[src/gpio_query_map.svh]
// Constants for the pin query command handler.
// Assumes a packet layer outside that frames commands and replies.
// Notes on behaviour
// - Pin indices 0..4 valid, others not.
// - Reply type is request OR 0x40.
// - Four byte reply, first echoes index.
// - Byte one bit zero is sampled level.
// - Bit one flags falling edge since query.
// - Bit two flags rising edge since query.
// - Level comes from the physical pin.
// - Activity between samples may be missed.
// - Byte two returns requested duty percentage.
// - Byte three low nibble is config.
// - Codes 000 and 001 drive modes.
// - Codes 010 and 011 drive modes.
// - Codes 100 and 101 drive modes.
// - Code 111 open low, 110 reserved.
// - Function zero gives alternate pin function.
// - Function one gives user pin control.
// - Sample every pin at 32 Hz.
// - Mid duty uses 100 Hz PWM.
`ifndef GPIO_QUERY_MAP_SVH
`define GPIO_QUERY_MAP_SVH
`define CMD_QUERY 8'h23
`define REPLY_FLAG 8'h40
`define REPLY_LEN 8'h04
`define NUM_PINS 5
`define DUTY_MAX 8'h64
`define CLK_HZ 125000000
`define SAMPLE_HZ 32
`define PWM_HZ 100
`define SAMPLE_CYC (`CLK_HZ / `SAMPLE_HZ)
`define PWM_STEP_CYC (`CLK_HZ / (`PWM_HZ * 100))
`define CFG_RESET 4'h2
`endif

[src/gpio_query_pkg.sv]
// Types for the pin query command handler.
// Assumes the constants header sits beside it.
package gpio_query_pkg;
  typedef enum logic [2:0] {
    DRV_UP_PD = 3'h0, DRV_PUSH_FAST = 3'h1, DRV_HIZ = 3'h2, DRV_PU_DN = 3'h3,
    DRV_UP_SLOW = 3'h4, DRV_PUSH_SLOW = 3'h5, DRV_RSVD = 3'h6, DRV_DN_SLOW = 3'h7
  } drive_mode_field_e;
  typedef enum logic [1:0] {
    ST_IDLE = 2'b01,
    ST_REPLY = 2'b10
  } query_state_e;
endpackage

[src/gpio_pin_query_command.sv]
// Pin query command handler with pin sampling and output drive.
// Assumes a packet layer that delivers one command at a time.
`timescale 1ns/1ps
`include "gpio_query_map.svh"
module gpio_pin_query_command #(
  parameter int NPINS = `NUM_PINS,
  parameter int SAMPLE_CYC = `SAMPLE_CYC,
  parameter int PWM_STEP_CYC = `PWM_STEP_CYC
) (
  input wire logic clk_i,
  input wire logic srst_i,
  input wire logic cmd_valid_i,
  input wire logic [7:0] cmd_type_i,
  input wire logic [7:0] cmd_len_i,
  input wire logic [7:0] cmd_data0_i,
  input wire logic [NPINS-1:0] pin_in_i,
  input wire logic [NPINS*8-1:0] duty_cfg_i,
  input wire logic [NPINS*4-1:0] pin_config_byte_i,
  input wire logic [NPINS-1:0] alt_out_i,
  input wire logic [NPINS-1:0] alt_oe_i,
  output logic reply_valid_o,
  output logic reply_error_o,
  output logic [7:0] reply_type_o,
  output logic [7:0] reply_len_o,
  output logic [31:0] reply_data_o,
  output logic [NPINS-1:0] pin_out_o,
  output logic [NPINS-1:0] pin_oe_o,
  output logic [NPINS-1:0] pin_pull_up_o,
  output logic [NPINS-1:0] pin_pull_dn_o,
  output logic [NPINS-1:0] pin_slow_o
);
  import gpio_query_pkg::*;

  typedef struct packed {
    logic [NPINS-1:0] sync1;
    logic [NPINS-1:0] sync2;
    logic [NPINS-1:0] level;
    logic [NPINS-1:0] rise;
    logic [NPINS-1:0] fall;
    logic seeded;
    logic [31:0] samp_cnt;
    logic [31:0] step_cnt;
    logic [6:0] phase;
    query_state_e state;
    logic rvalid;
    logic rerr;
    logic [7:0] rtype;
    logic [7:0] rlen;
    logic [31:0] rdata;
    logic [NPINS-1:0] pout;
    logic [NPINS-1:0] poe;
    logic [NPINS-1:0] pup;
    logic [NPINS-1:0] pdn;
    logic [NPINS-1:0] pslow;
  } state_s;

  state_s st_reg;
  state_s st_next;

  // Duty byte of one pin
  function automatic logic [7:0] duty_of(input logic [NPINS*8-1:0] v, input int i);
    duty_of = v[i*8 +: 8];
  endfunction

  // Config nibble of one pin
  function automatic logic [3:0] cfg_of(input logic [NPINS*4-1:0] v, input int i);
    cfg_of = v[i*4 +: 4];
  endfunction

  logic [7:0] idx;
  logic idx_ok;
  logic sample_tick;
  assign idx = cmd_data0_i;
  assign idx_ok = (idx < 8'(NPINS));
  assign sample_tick = (st_reg.samp_cnt == 32'(SAMPLE_CYC - 1));

  // Next state: sampling, PWM, drive decode and query reply
  always_comb begin
    logic want;
    logic [2:0] dm;
    logic [7:0] duty;
    logic [3:0] cf;
    want = 1'b0;
    dm = 3'h0;
    duty = 8'h00;
    cf = 4'h0;
    st_next = st_reg;
    st_next.rvalid = 1'b0;
    st_next.rerr = 1'b0;
    // pin passes a two stage synchroniser
    st_next.sync1 = pin_in_i;
    st_next.sync2 = st_reg.sync1;
    st_next.samp_cnt = sample_tick ? 32'h0 : st_reg.samp_cnt + 32'h1;
    if (st_reg.step_cnt == 32'(PWM_STEP_CYC - 1)) begin
      st_next.step_cnt = 32'h0;
      st_next.phase = (st_reg.phase == 7'h63) ? 7'h0 : st_reg.phase + 7'h1;
    end else begin
      st_next.step_cnt = st_reg.step_cnt + 32'h1;
    end
    // clear edge flags of the queried pin
    if (cmd_valid_i && cmd_type_i == `CMD_QUERY && cmd_len_i == 8'h01 && idx_ok) begin
      for (int i = 0; i < NPINS; i++) begin
        if (idx == 8'(i)) begin
          st_next.rise[i] = 1'b0;
          st_next.fall[i] = 1'b0;
        end
      end
    end
    // edges only seen between samples, set wins over clear
    if (sample_tick) begin
      st_next.level = st_reg.sync2;
      // First sample after reset only seeds the level, so a pin idling high flags no edge
      if (st_reg.seeded) begin
        st_next.rise = st_next.rise | (st_reg.sync2 & ~st_reg.level);
        st_next.fall = st_next.fall | (~st_reg.sync2 & st_reg.level);
      end
      st_next.seeded = 1'b1;
    end
    // accept only a well formed query
    if (cmd_valid_i && cmd_type_i == `CMD_QUERY) begin
      st_next.state = ST_REPLY;
      st_next.rvalid = 1'b1;
      st_next.rtype = cmd_type_i | `REPLY_FLAG;
      if (idx_ok && cmd_len_i == 8'h01) begin
        st_next.rlen = `REPLY_LEN;
        st_next.rdata = 32'h0;
        st_next.rdata[7:0] = idx;
        for (int i = 0; i < NPINS; i++) begin
          if (idx == 8'(i)) begin
            st_next.rdata[8] = st_reg.level[i];
            st_next.rdata[9] = st_reg.fall[i];
            st_next.rdata[10] = st_reg.rise[i];
            st_next.rdata[23:16] = duty_of(duty_cfg_i, i);
            st_next.rdata[27:24] = cfg_of(pin_config_byte_i, i);
          end
        end
      end else begin
        st_next.rerr = 1'b1;
        st_next.rlen = 8'h00;
        st_next.rdata = 32'h0;
      end
    end else begin
      st_next.state = ST_IDLE;
    end
    // Pin drive per mode
    for (int i = 0; i < NPINS; i++) begin
      cf = cfg_of(pin_config_byte_i, i);
      dm = cf[2:0];
      duty = duty_of(duty_cfg_i, i);
      // user control uses duty and PWM
      want = (duty >= `DUTY_MAX) ? 1'b1 : ({1'b0, st_reg.phase} < duty);
      if (!cf[3]) begin
        want = alt_out_i[i];
      end
      st_next.pout[i] = want;
      st_next.poe[i] = 1'b0;
      st_next.pup[i] = 1'b0;
      st_next.pdn[i] = 1'b0;
      st_next.pslow[i] = 1'b0;
      case (drive_mode_field_e'(dm))
        // fast up with pull down, fast push pull
        DRV_UP_PD: begin
          st_next.poe[i] = want;
          st_next.pdn[i] = ~want;
        end
        DRV_PUSH_FAST: st_next.poe[i] = 1'b1;
        // input, pull up with fast low
        DRV_HIZ: st_next.poe[i] = 1'b0;
        DRV_PU_DN: begin
          st_next.poe[i] = ~want;
          st_next.pup[i] = want;
        end
        // slow up only, slow push pull
        DRV_UP_SLOW: begin
          st_next.poe[i] = want;
          st_next.pslow[i] = 1'b1;
        end
        DRV_PUSH_SLOW: begin
          st_next.poe[i] = 1'b1;
          st_next.pslow[i] = 1'b1;
        end
        DRV_DN_SLOW: begin
          st_next.poe[i] = ~want;
          st_next.pslow[i] = 1'b1;
        end
        default: st_next.poe[i] = 1'b0;
      endcase
      if (!cf[3] && !alt_oe_i[i]) begin
        st_next.poe[i] = 1'b0;
      end
    end
  end

  // State register
  always_ff @(posedge clk_i) begin
    if (srst_i) begin
      st_reg <= '0;
      st_reg.state <= ST_IDLE;
    end else begin
      st_reg <= st_next;
    end
  end

  assign reply_valid_o = st_reg.rvalid;
  assign reply_error_o = st_reg.rerr;
  assign reply_type_o = st_reg.rtype;
  assign reply_len_o = st_reg.rlen;
  assign reply_data_o = st_reg.rdata;
  assign pin_out_o = st_reg.pout;
  assign pin_oe_o = st_reg.poe;
  assign pin_pull_up_o = st_reg.pup;
  assign pin_pull_dn_o = st_reg.pdn;
  assign pin_slow_o = st_reg.pslow;

  logic good_q;
  assign good_q = cmd_valid_i && cmd_type_i == `CMD_QUERY && cmd_len_i == 8'h01 && idx_ok;
endmodule

[config.mk]
export PLATFORM = sky130hd
export DESIGN_NAME = gpio_pin_query_command
export DESIGN_NICKNAME = d
export VERILOG_FILES = /design/src/gpio_query_pkg.sv /design/src/gpio_pin_query_command.sv
export VERILOG_INCLUDE_DIRS = /design/src
export SDC_FILE = /design/constraint.sdc
export NUM_CORES = 1
export LEC_CHECK = 0
export ABC_AREA = 0
export BUFFER_PORTS_ARGS = -buffer_cell sky130_fd_sc_hd__buf_4
export CAP_MARGIN = 40
export CORE_ASPECT_RATIO = 1.4
export CORE_MARGIN = 2
export CORE_UTILIZATION = 44
export DETAILED_ROUTE_END_ITERATION = 8
export MAX_ROUTING_LAYER = met4
export PLACE_DENSITY = 0.7
export SYNTH_ARGS = -nofsm -noshare
export SYNTH_HDL_FRONTEND = slang
export SYNTH_SLANG_ARGS = --single-unit
[constraint.sdc]
create_clock -name clk_i -period 2.5 [get_ports clk_i]
set_input_delay 0.375 -clock clk_i [delete_from_list [all_inputs] [get_ports clk_i]]
set_output_delay 0.375 -clock clk_i [all_outputs]
set_load 0.1 [all_outputs]
Word-level counts from Yosys, hierarchy flattened
Index checks and enable logic that the tools add are counted.

operators by class
  add/sub/neg operators = 3
  multipliers = 0
  divide/modulo/power cells = 0
  order comparisons = 11
  equal/unequal tests = 34
  shift-type cells = 0
  mux-type cells = 47
  bitwise operators = 22
  reductions and logical operators = 63

operators by type and width
  cell                     count
  $reduce_or A2 Y1         33
  $add A32 B1 Y32 const B  2
  $mux W12                 5
  $mux W50                 1
  $eq A3 B3 Y1 const B     15
  $ge A8 B7 Y1 const B     5
  $lt A7 B8 Y1             5
  $mux W35                 1
  $eq A32 B14 Y1 const B   1
  $eq A32 B22 Y1 const B   1
  $mux W1                  26
  $mux W10                 2
  $eq A8 B1 Y1 const B     2
  $eq A8 B2 Y1 const B     2
  $not A1 Y1               16
  $eq A3 B1 Y1 const B     5
  $eq A3 B2 Y1 const B     5
  $logic_not A3 Y1         5
  $mux W3                  5
  $pmux W1 S3              5
  $reduce_or A3 Y1         5
  $mux W11                 1
  $and A5 B5 Y5            2
  $logic_not A1 Y1         10
  10 further kinds         20

storage, ports and cells
  bits in registers = 172
  bits in latches = 0
  RAM bits = 0
  bits in read-only memories = 0
  input port bits = 102
  output and inout port bits = 75
  memories kept = 0

Longest topological paths before layout
  depth in word-level cells = 8
  depth in mapped cells = 9

Least setup slack after synthesis
Ideal clock, no wire load.

  kind = reg-to-reg
  start point = register st_reg[84] in the netlist's numbering
  end point = register st_reg[79] in the netlist's numbering
  library setup time = 0.070 ns
  arrival = 2.438 ns
  required time = 2.430 ns
  slack = -0.009 ns
  cell stages (with the launch flop) = 8
  buffers on the path = 1
  cells stage by stage = dfxtp_1 > ha_1 > or4b_1 > or4_1 > clkbuf_2 > or2_1 > or4_1 > a21oi_1

between the ends
  cells in the longest elaborated chain, start to end = 1

ends and longest elaborated chain
  item                    line                           source
  start, declared         gpio_pin_query_command.sv:57   state_s st_reg;
  start signal, assigned  gpio_pin_query_command.sv:200  st_reg <= st_next;
  $eq A32 B14 Y1          gpio_pin_query_command.sv:94   if (st_reg.step_cnt == 32'(PWM_STEP_CYC - 1)) begin

No other way between the ends.
A chain may end at the register's enable or synchronous reset.

Worst setup path after layout
  start point = register st_reg[85] in the netlist's numbering
  end point = register st_reg[79] in the netlist's numbering

The elaborated chain is that of the path after synthesis.

==> metrics.md <==
| Metric | Value |
|---|---|
| Tmin final | `roughly 2400 ps` |
| Reg-to-reg critical path endpoint | `st_reg[79]$_SDFFE_PP0P_` |
| Synth-to-layout area growth | `20.8%` |
| HP Start | `pin_config_byte_i[6]` |
| Synth warn | `0` |
| Largest net degree at the start of global routing | `between 50 and 60` |
| Vias | `approximately 6,800` |
| Core Area | `~0.018 mm²` |
| # port buffers | `160` |
| HP Class | `in2reg` |
| CP endpoint kind | `flop` |
| Global-route usage over all layers | `between 20% and 30%` |
| Part of the power in combinational logic | `12.6%` |
| EDFF count, synth | `0` |
| CP Launch Type | `flop` |
| Sw Ratio | `~28%` |
| First-pass GRT wire length | `~32,000 µm` |
| Worst r2r src | `st_reg[85]$_SDFF_PP0_` |
| Detail Route Antenna Nets | `0` |
| First drt pass iteration count | `7` |
| Power per cell area | `approximately 580 mW/mm²` |
| Max reg flops | `approximately 90` |
| Max-cap viol count | `0` |
| Int Power | `4050 µW` |
| DR iter-0 viols | `530` |
| Req. time, crit path | `between 2000 and 3000 ps` |
| Maximum VDD drop | `about 0.45 mV` |
| RSZ-0062 raised after global routing | `true` |
| Width of the die | `118 µm` |
| Max_slew headroom | `a little over half` |
| CTS max path bufs | `2` |
| Hold Path Sink | `pin_pull_up_o[1]$_SDFF_PP0_` |
| CP Max Fanout | `4` |
| Hold Path Depth | `2` |
| Die H | `163 µm` |
| Layout cells sized above 1 | `between 20% and 30%` |
| Num CTS Buffers | `17` |
| Leakage | `0.00415 µW` |
| Final weighted congestion in routability-driven placement | `between 0.8 and 0.9` |
| Sequential share of the synthesized area | `approximately two fifths` |
| N_diodes | `0` |
| Sw power | `1540 µW` |
| Syn avg cell area | `approximately 8.5 µm²` |
| Detailed Route WL | `roughly 20,000 µm` |
| Status | `finished clean` |
| Vias in the first global route | `6,553` |
| Placed insts | `around 1,300` |
| Fin Clk Skew | `around 11 ps` |
| Hpwl dp | `around 15,000 µm` |
| Worst-path clk slew | `roughly 60 ps` |
| Most used DFF post-synth | `dfxtp_1` |
| Final hold vios | `0` |
| R2R Setup Slk | `100 ps` |
| Asr flop ratio synth | `0%` |
| H-tree Lvls | `4` |
| Kind of critical path | `reg2reg` |
| Post-synth cell types | `51` |
| Num ports | `177` |
| #FFs+latches synth | `approximately 160` |
| Final Cycle Share | `96.0%` |
| Cts repair resizes | `0` |
| Final-report setup violation count | `0` |
| Total Nets Final | `about 1,200` |
| WP data arrival | `2770 ps` |
| Worst-Skew Late Latency | `approximately 430 ps` |
| Register share of total power | `between 40% and 50%` |
| WL/cell | `around 15 µm` |
| Post-layout util | `between 50% and 60%` |
| Worst slew pin tran | `between 600 and 700 ps` |
| GRT overflow | `0` |
| Clock share of power | `around two fifths` |
| Number of vias per cell | `around 5.2` |
| Postcts setup bufs | `0` |
| Root Driver | `clkbuf_16` |
| CTS tree | `yes` |
| Post-route insts no fill | `1,306` |
| R2R depth | `6` |
| Post-synthesis instance total | `939` |
| # DRC | `0` |
| Die footprint | `between 0.015 and 0.02 mm²` |
| Std-Cell Rows | `just under 60` |
| Clock sink total | `between 150 and 200` |
| Post-CTS Hold Buffers | `0` |
| Initial antenna violation count | `0` |
| Post-synthesis cell area | `approximately 0.0080 mm²` |
| Initial core utilization | `between 40% and 50%` |
| Fmax | `between 400 and 500 MHz` |
| Slew Viols, Final | `0` |
## per-layer routing
metal	vias to the layer above	global-route usage, %	wire length [µm]
met5	-	-	0
li1	3418	-	-
met2	214	36.4	9960
met1	3109	23.2	8020
met4	0	8.87	482
met3	36	5.06	1040
## per-stage QoR
stage	hold WS [ps]	setup TNS [ps]	power (µW)	setup WS, ps	area [µm²]
detailed placement	432	0	3290	45.7	9100
global route	135	-44.1	5800	-22.2	9660
finish	141	0	5600	99.7	9660
global placement	423	0	3290	104	9100
floorplan	414	0	3080	0.668	8050
CTS	125	0	5630	28.5	9640
## placed cells by master (no fill, tap or decap), drive strengths merged, types with 4 or more instances in the layout
| cell type | count |
|---|---|
| a311oi | 6 |
| mux2i | 26 |
| nand2b | 17 |
| and3 | 31 |
| o311a | 5 |
| and4 | 4 |
| dfxtp | 156 |
| ha | 34 |
| o21ai | 54 |
| buf | 187 |
| xnor2 | 16 |
| conb | 16 |
| o211ai | 18 |
| clkinv | 5 |
| inv | 51 |
| a222oi | 15 |
| nor4 | 20 |
| nand4 | 22 |
| nor2b | 11 |
| nor3b | 8 |
| nor2 | 117 |
| nor3 | 11 |
| clkbuf | 21 |
| a21oi | 14 |
| xor2 | 46 |
| nand3 | 30 |
| or3 | 8 |
| nand2 | 77 |
| or4 | 11 |
## cell usage after synthesis, types with 4 or more instances
| cell | n | share of area, % |
|---|---|---|
| nor3_1 | 10 | 0.63 |
| xnor2_1 | 16 | 1.8 |
| nor2b_1 | 11 | 0.86 |
| inv_1 | 47 | 2.2 |
| mux2i_1 | 26 | 3.3 |
| and3_1 | 31 | 2.4 |
| a311oi_1 | 6 | 0.66 |
| nand2_1 | 77 | 3.6 |
| or3_1 | 8 | 0.63 |
| nand2b_1 | 17 | 1.3 |
| nor3b_1 | 8 | 0.75 |
| nor4_1 | 16 | 1.3 |
| or4_1 | 11 | 1.0 |
| nand3_1 | 30 | 1.9 |
| o21ai_0 | 53 | 3.3 |
| o211ai_1 | 18 | 1.7 |
| o311a_1 | 5 | 0.63 |
| a222oi_1 | 15 | 1.9 |
| xor2_1 | 46 | 5.0 |
| and4_1 | 4 | 0.44 |
| ha_1 | 34 | 5.3 |
| nand4_1 | 22 | 1.7 |
| a21oi_1 | 14 | 0.88 |
| dfxtp_1 | 156 | 39 |
| clkbuf_1 | 30 | 1.4 |
| nor2_1 | 117 | 5.5 |
| buf_4 | 73 | 6.9 |
## power groups by stage
| stage | clock [µW] | combinational (µW) | sequential (µW) |
|---|---|---|---|
| 3_5_place_dp | 0 | 699 | 2590 |
| 5_1_grt | 2500 | 748 | 2540 |
| 4_1_cts | 2390 | 701 | 2540 |
| 2_1_floorplan | 0 | 486 | 2590 |
| 3_3_place_gp | 0 | 693 | 2590 |
| 6_report | 2350 | 703 | 2540 |
## final cells by class
type | count | area (µm²)
fill | 1692 | 8200
multi-input combinational | 643 | 4090
sequential | 156 | 3130
timing repair buffer | 187 | 1430
clock buffer | 21 | 450
tap | 240 | 300
inverter | 48 | 180
clock inverter | 11 | 85.1
## worst max-delay path: stages, from the launching register on
cell and delay, ps:
dfxtp_2 360, ha_4 150, or4b_1 420, or4_1 540, or2_1 230, or4_1 500, a21oi_2 140
## how the worst max path moves through the flow
| stage | from | to | slack, ps |
|---|---|---|---|
| after floorplan | st_reg[84]$_SDFF_PP0_ | st_reg[79]$_SDFFE_PP0P_ | 0.7 |
| after global placement | st_reg[85]$_SDFF_PP0_ | st_reg[82]$_SDFFE_PP0P_ | 100 |
| after detailed placement | st_reg[85]$_SDFF_PP0_ | st_reg[83]$_SDFFE_PP0P_ | 50 |
| after CTS | st_reg[85]$_SDFF_PP0_ | st_reg[83]$_SDFFE_PP0P_ | 30 |
| after global routing | st_reg[84]$_SDFF_PP0_ | st_reg[79]$_SDFFE_PP0P_ | -20 |
| final | st_reg[85]$_SDFF_PP0_ | st_reg[79]$_SDFFE_PP0P_ | 100 |
## logic make-up (layout without fill, tap and decap cells)
logic type / after synthesis / in the layout / share of synthesized area [%]
AO/OA/AOI/OAI: 120 / 120 / 9.91
XOR/XNOR: 62 / 62 / 6.80
adder cells (fa/ha/maj): 34 / 34 / 5.32
buffers and inverters: 155 / 267 / 10.7
flip-flops: 156 / 156 / 39.1
multiplexers: 26 / 26 / 3.26
other: 1 / 16 / 0.0469
AND/OR/NAND/NOR: 385 / 385 / 24.8
(Power assumes the default switching activity.)
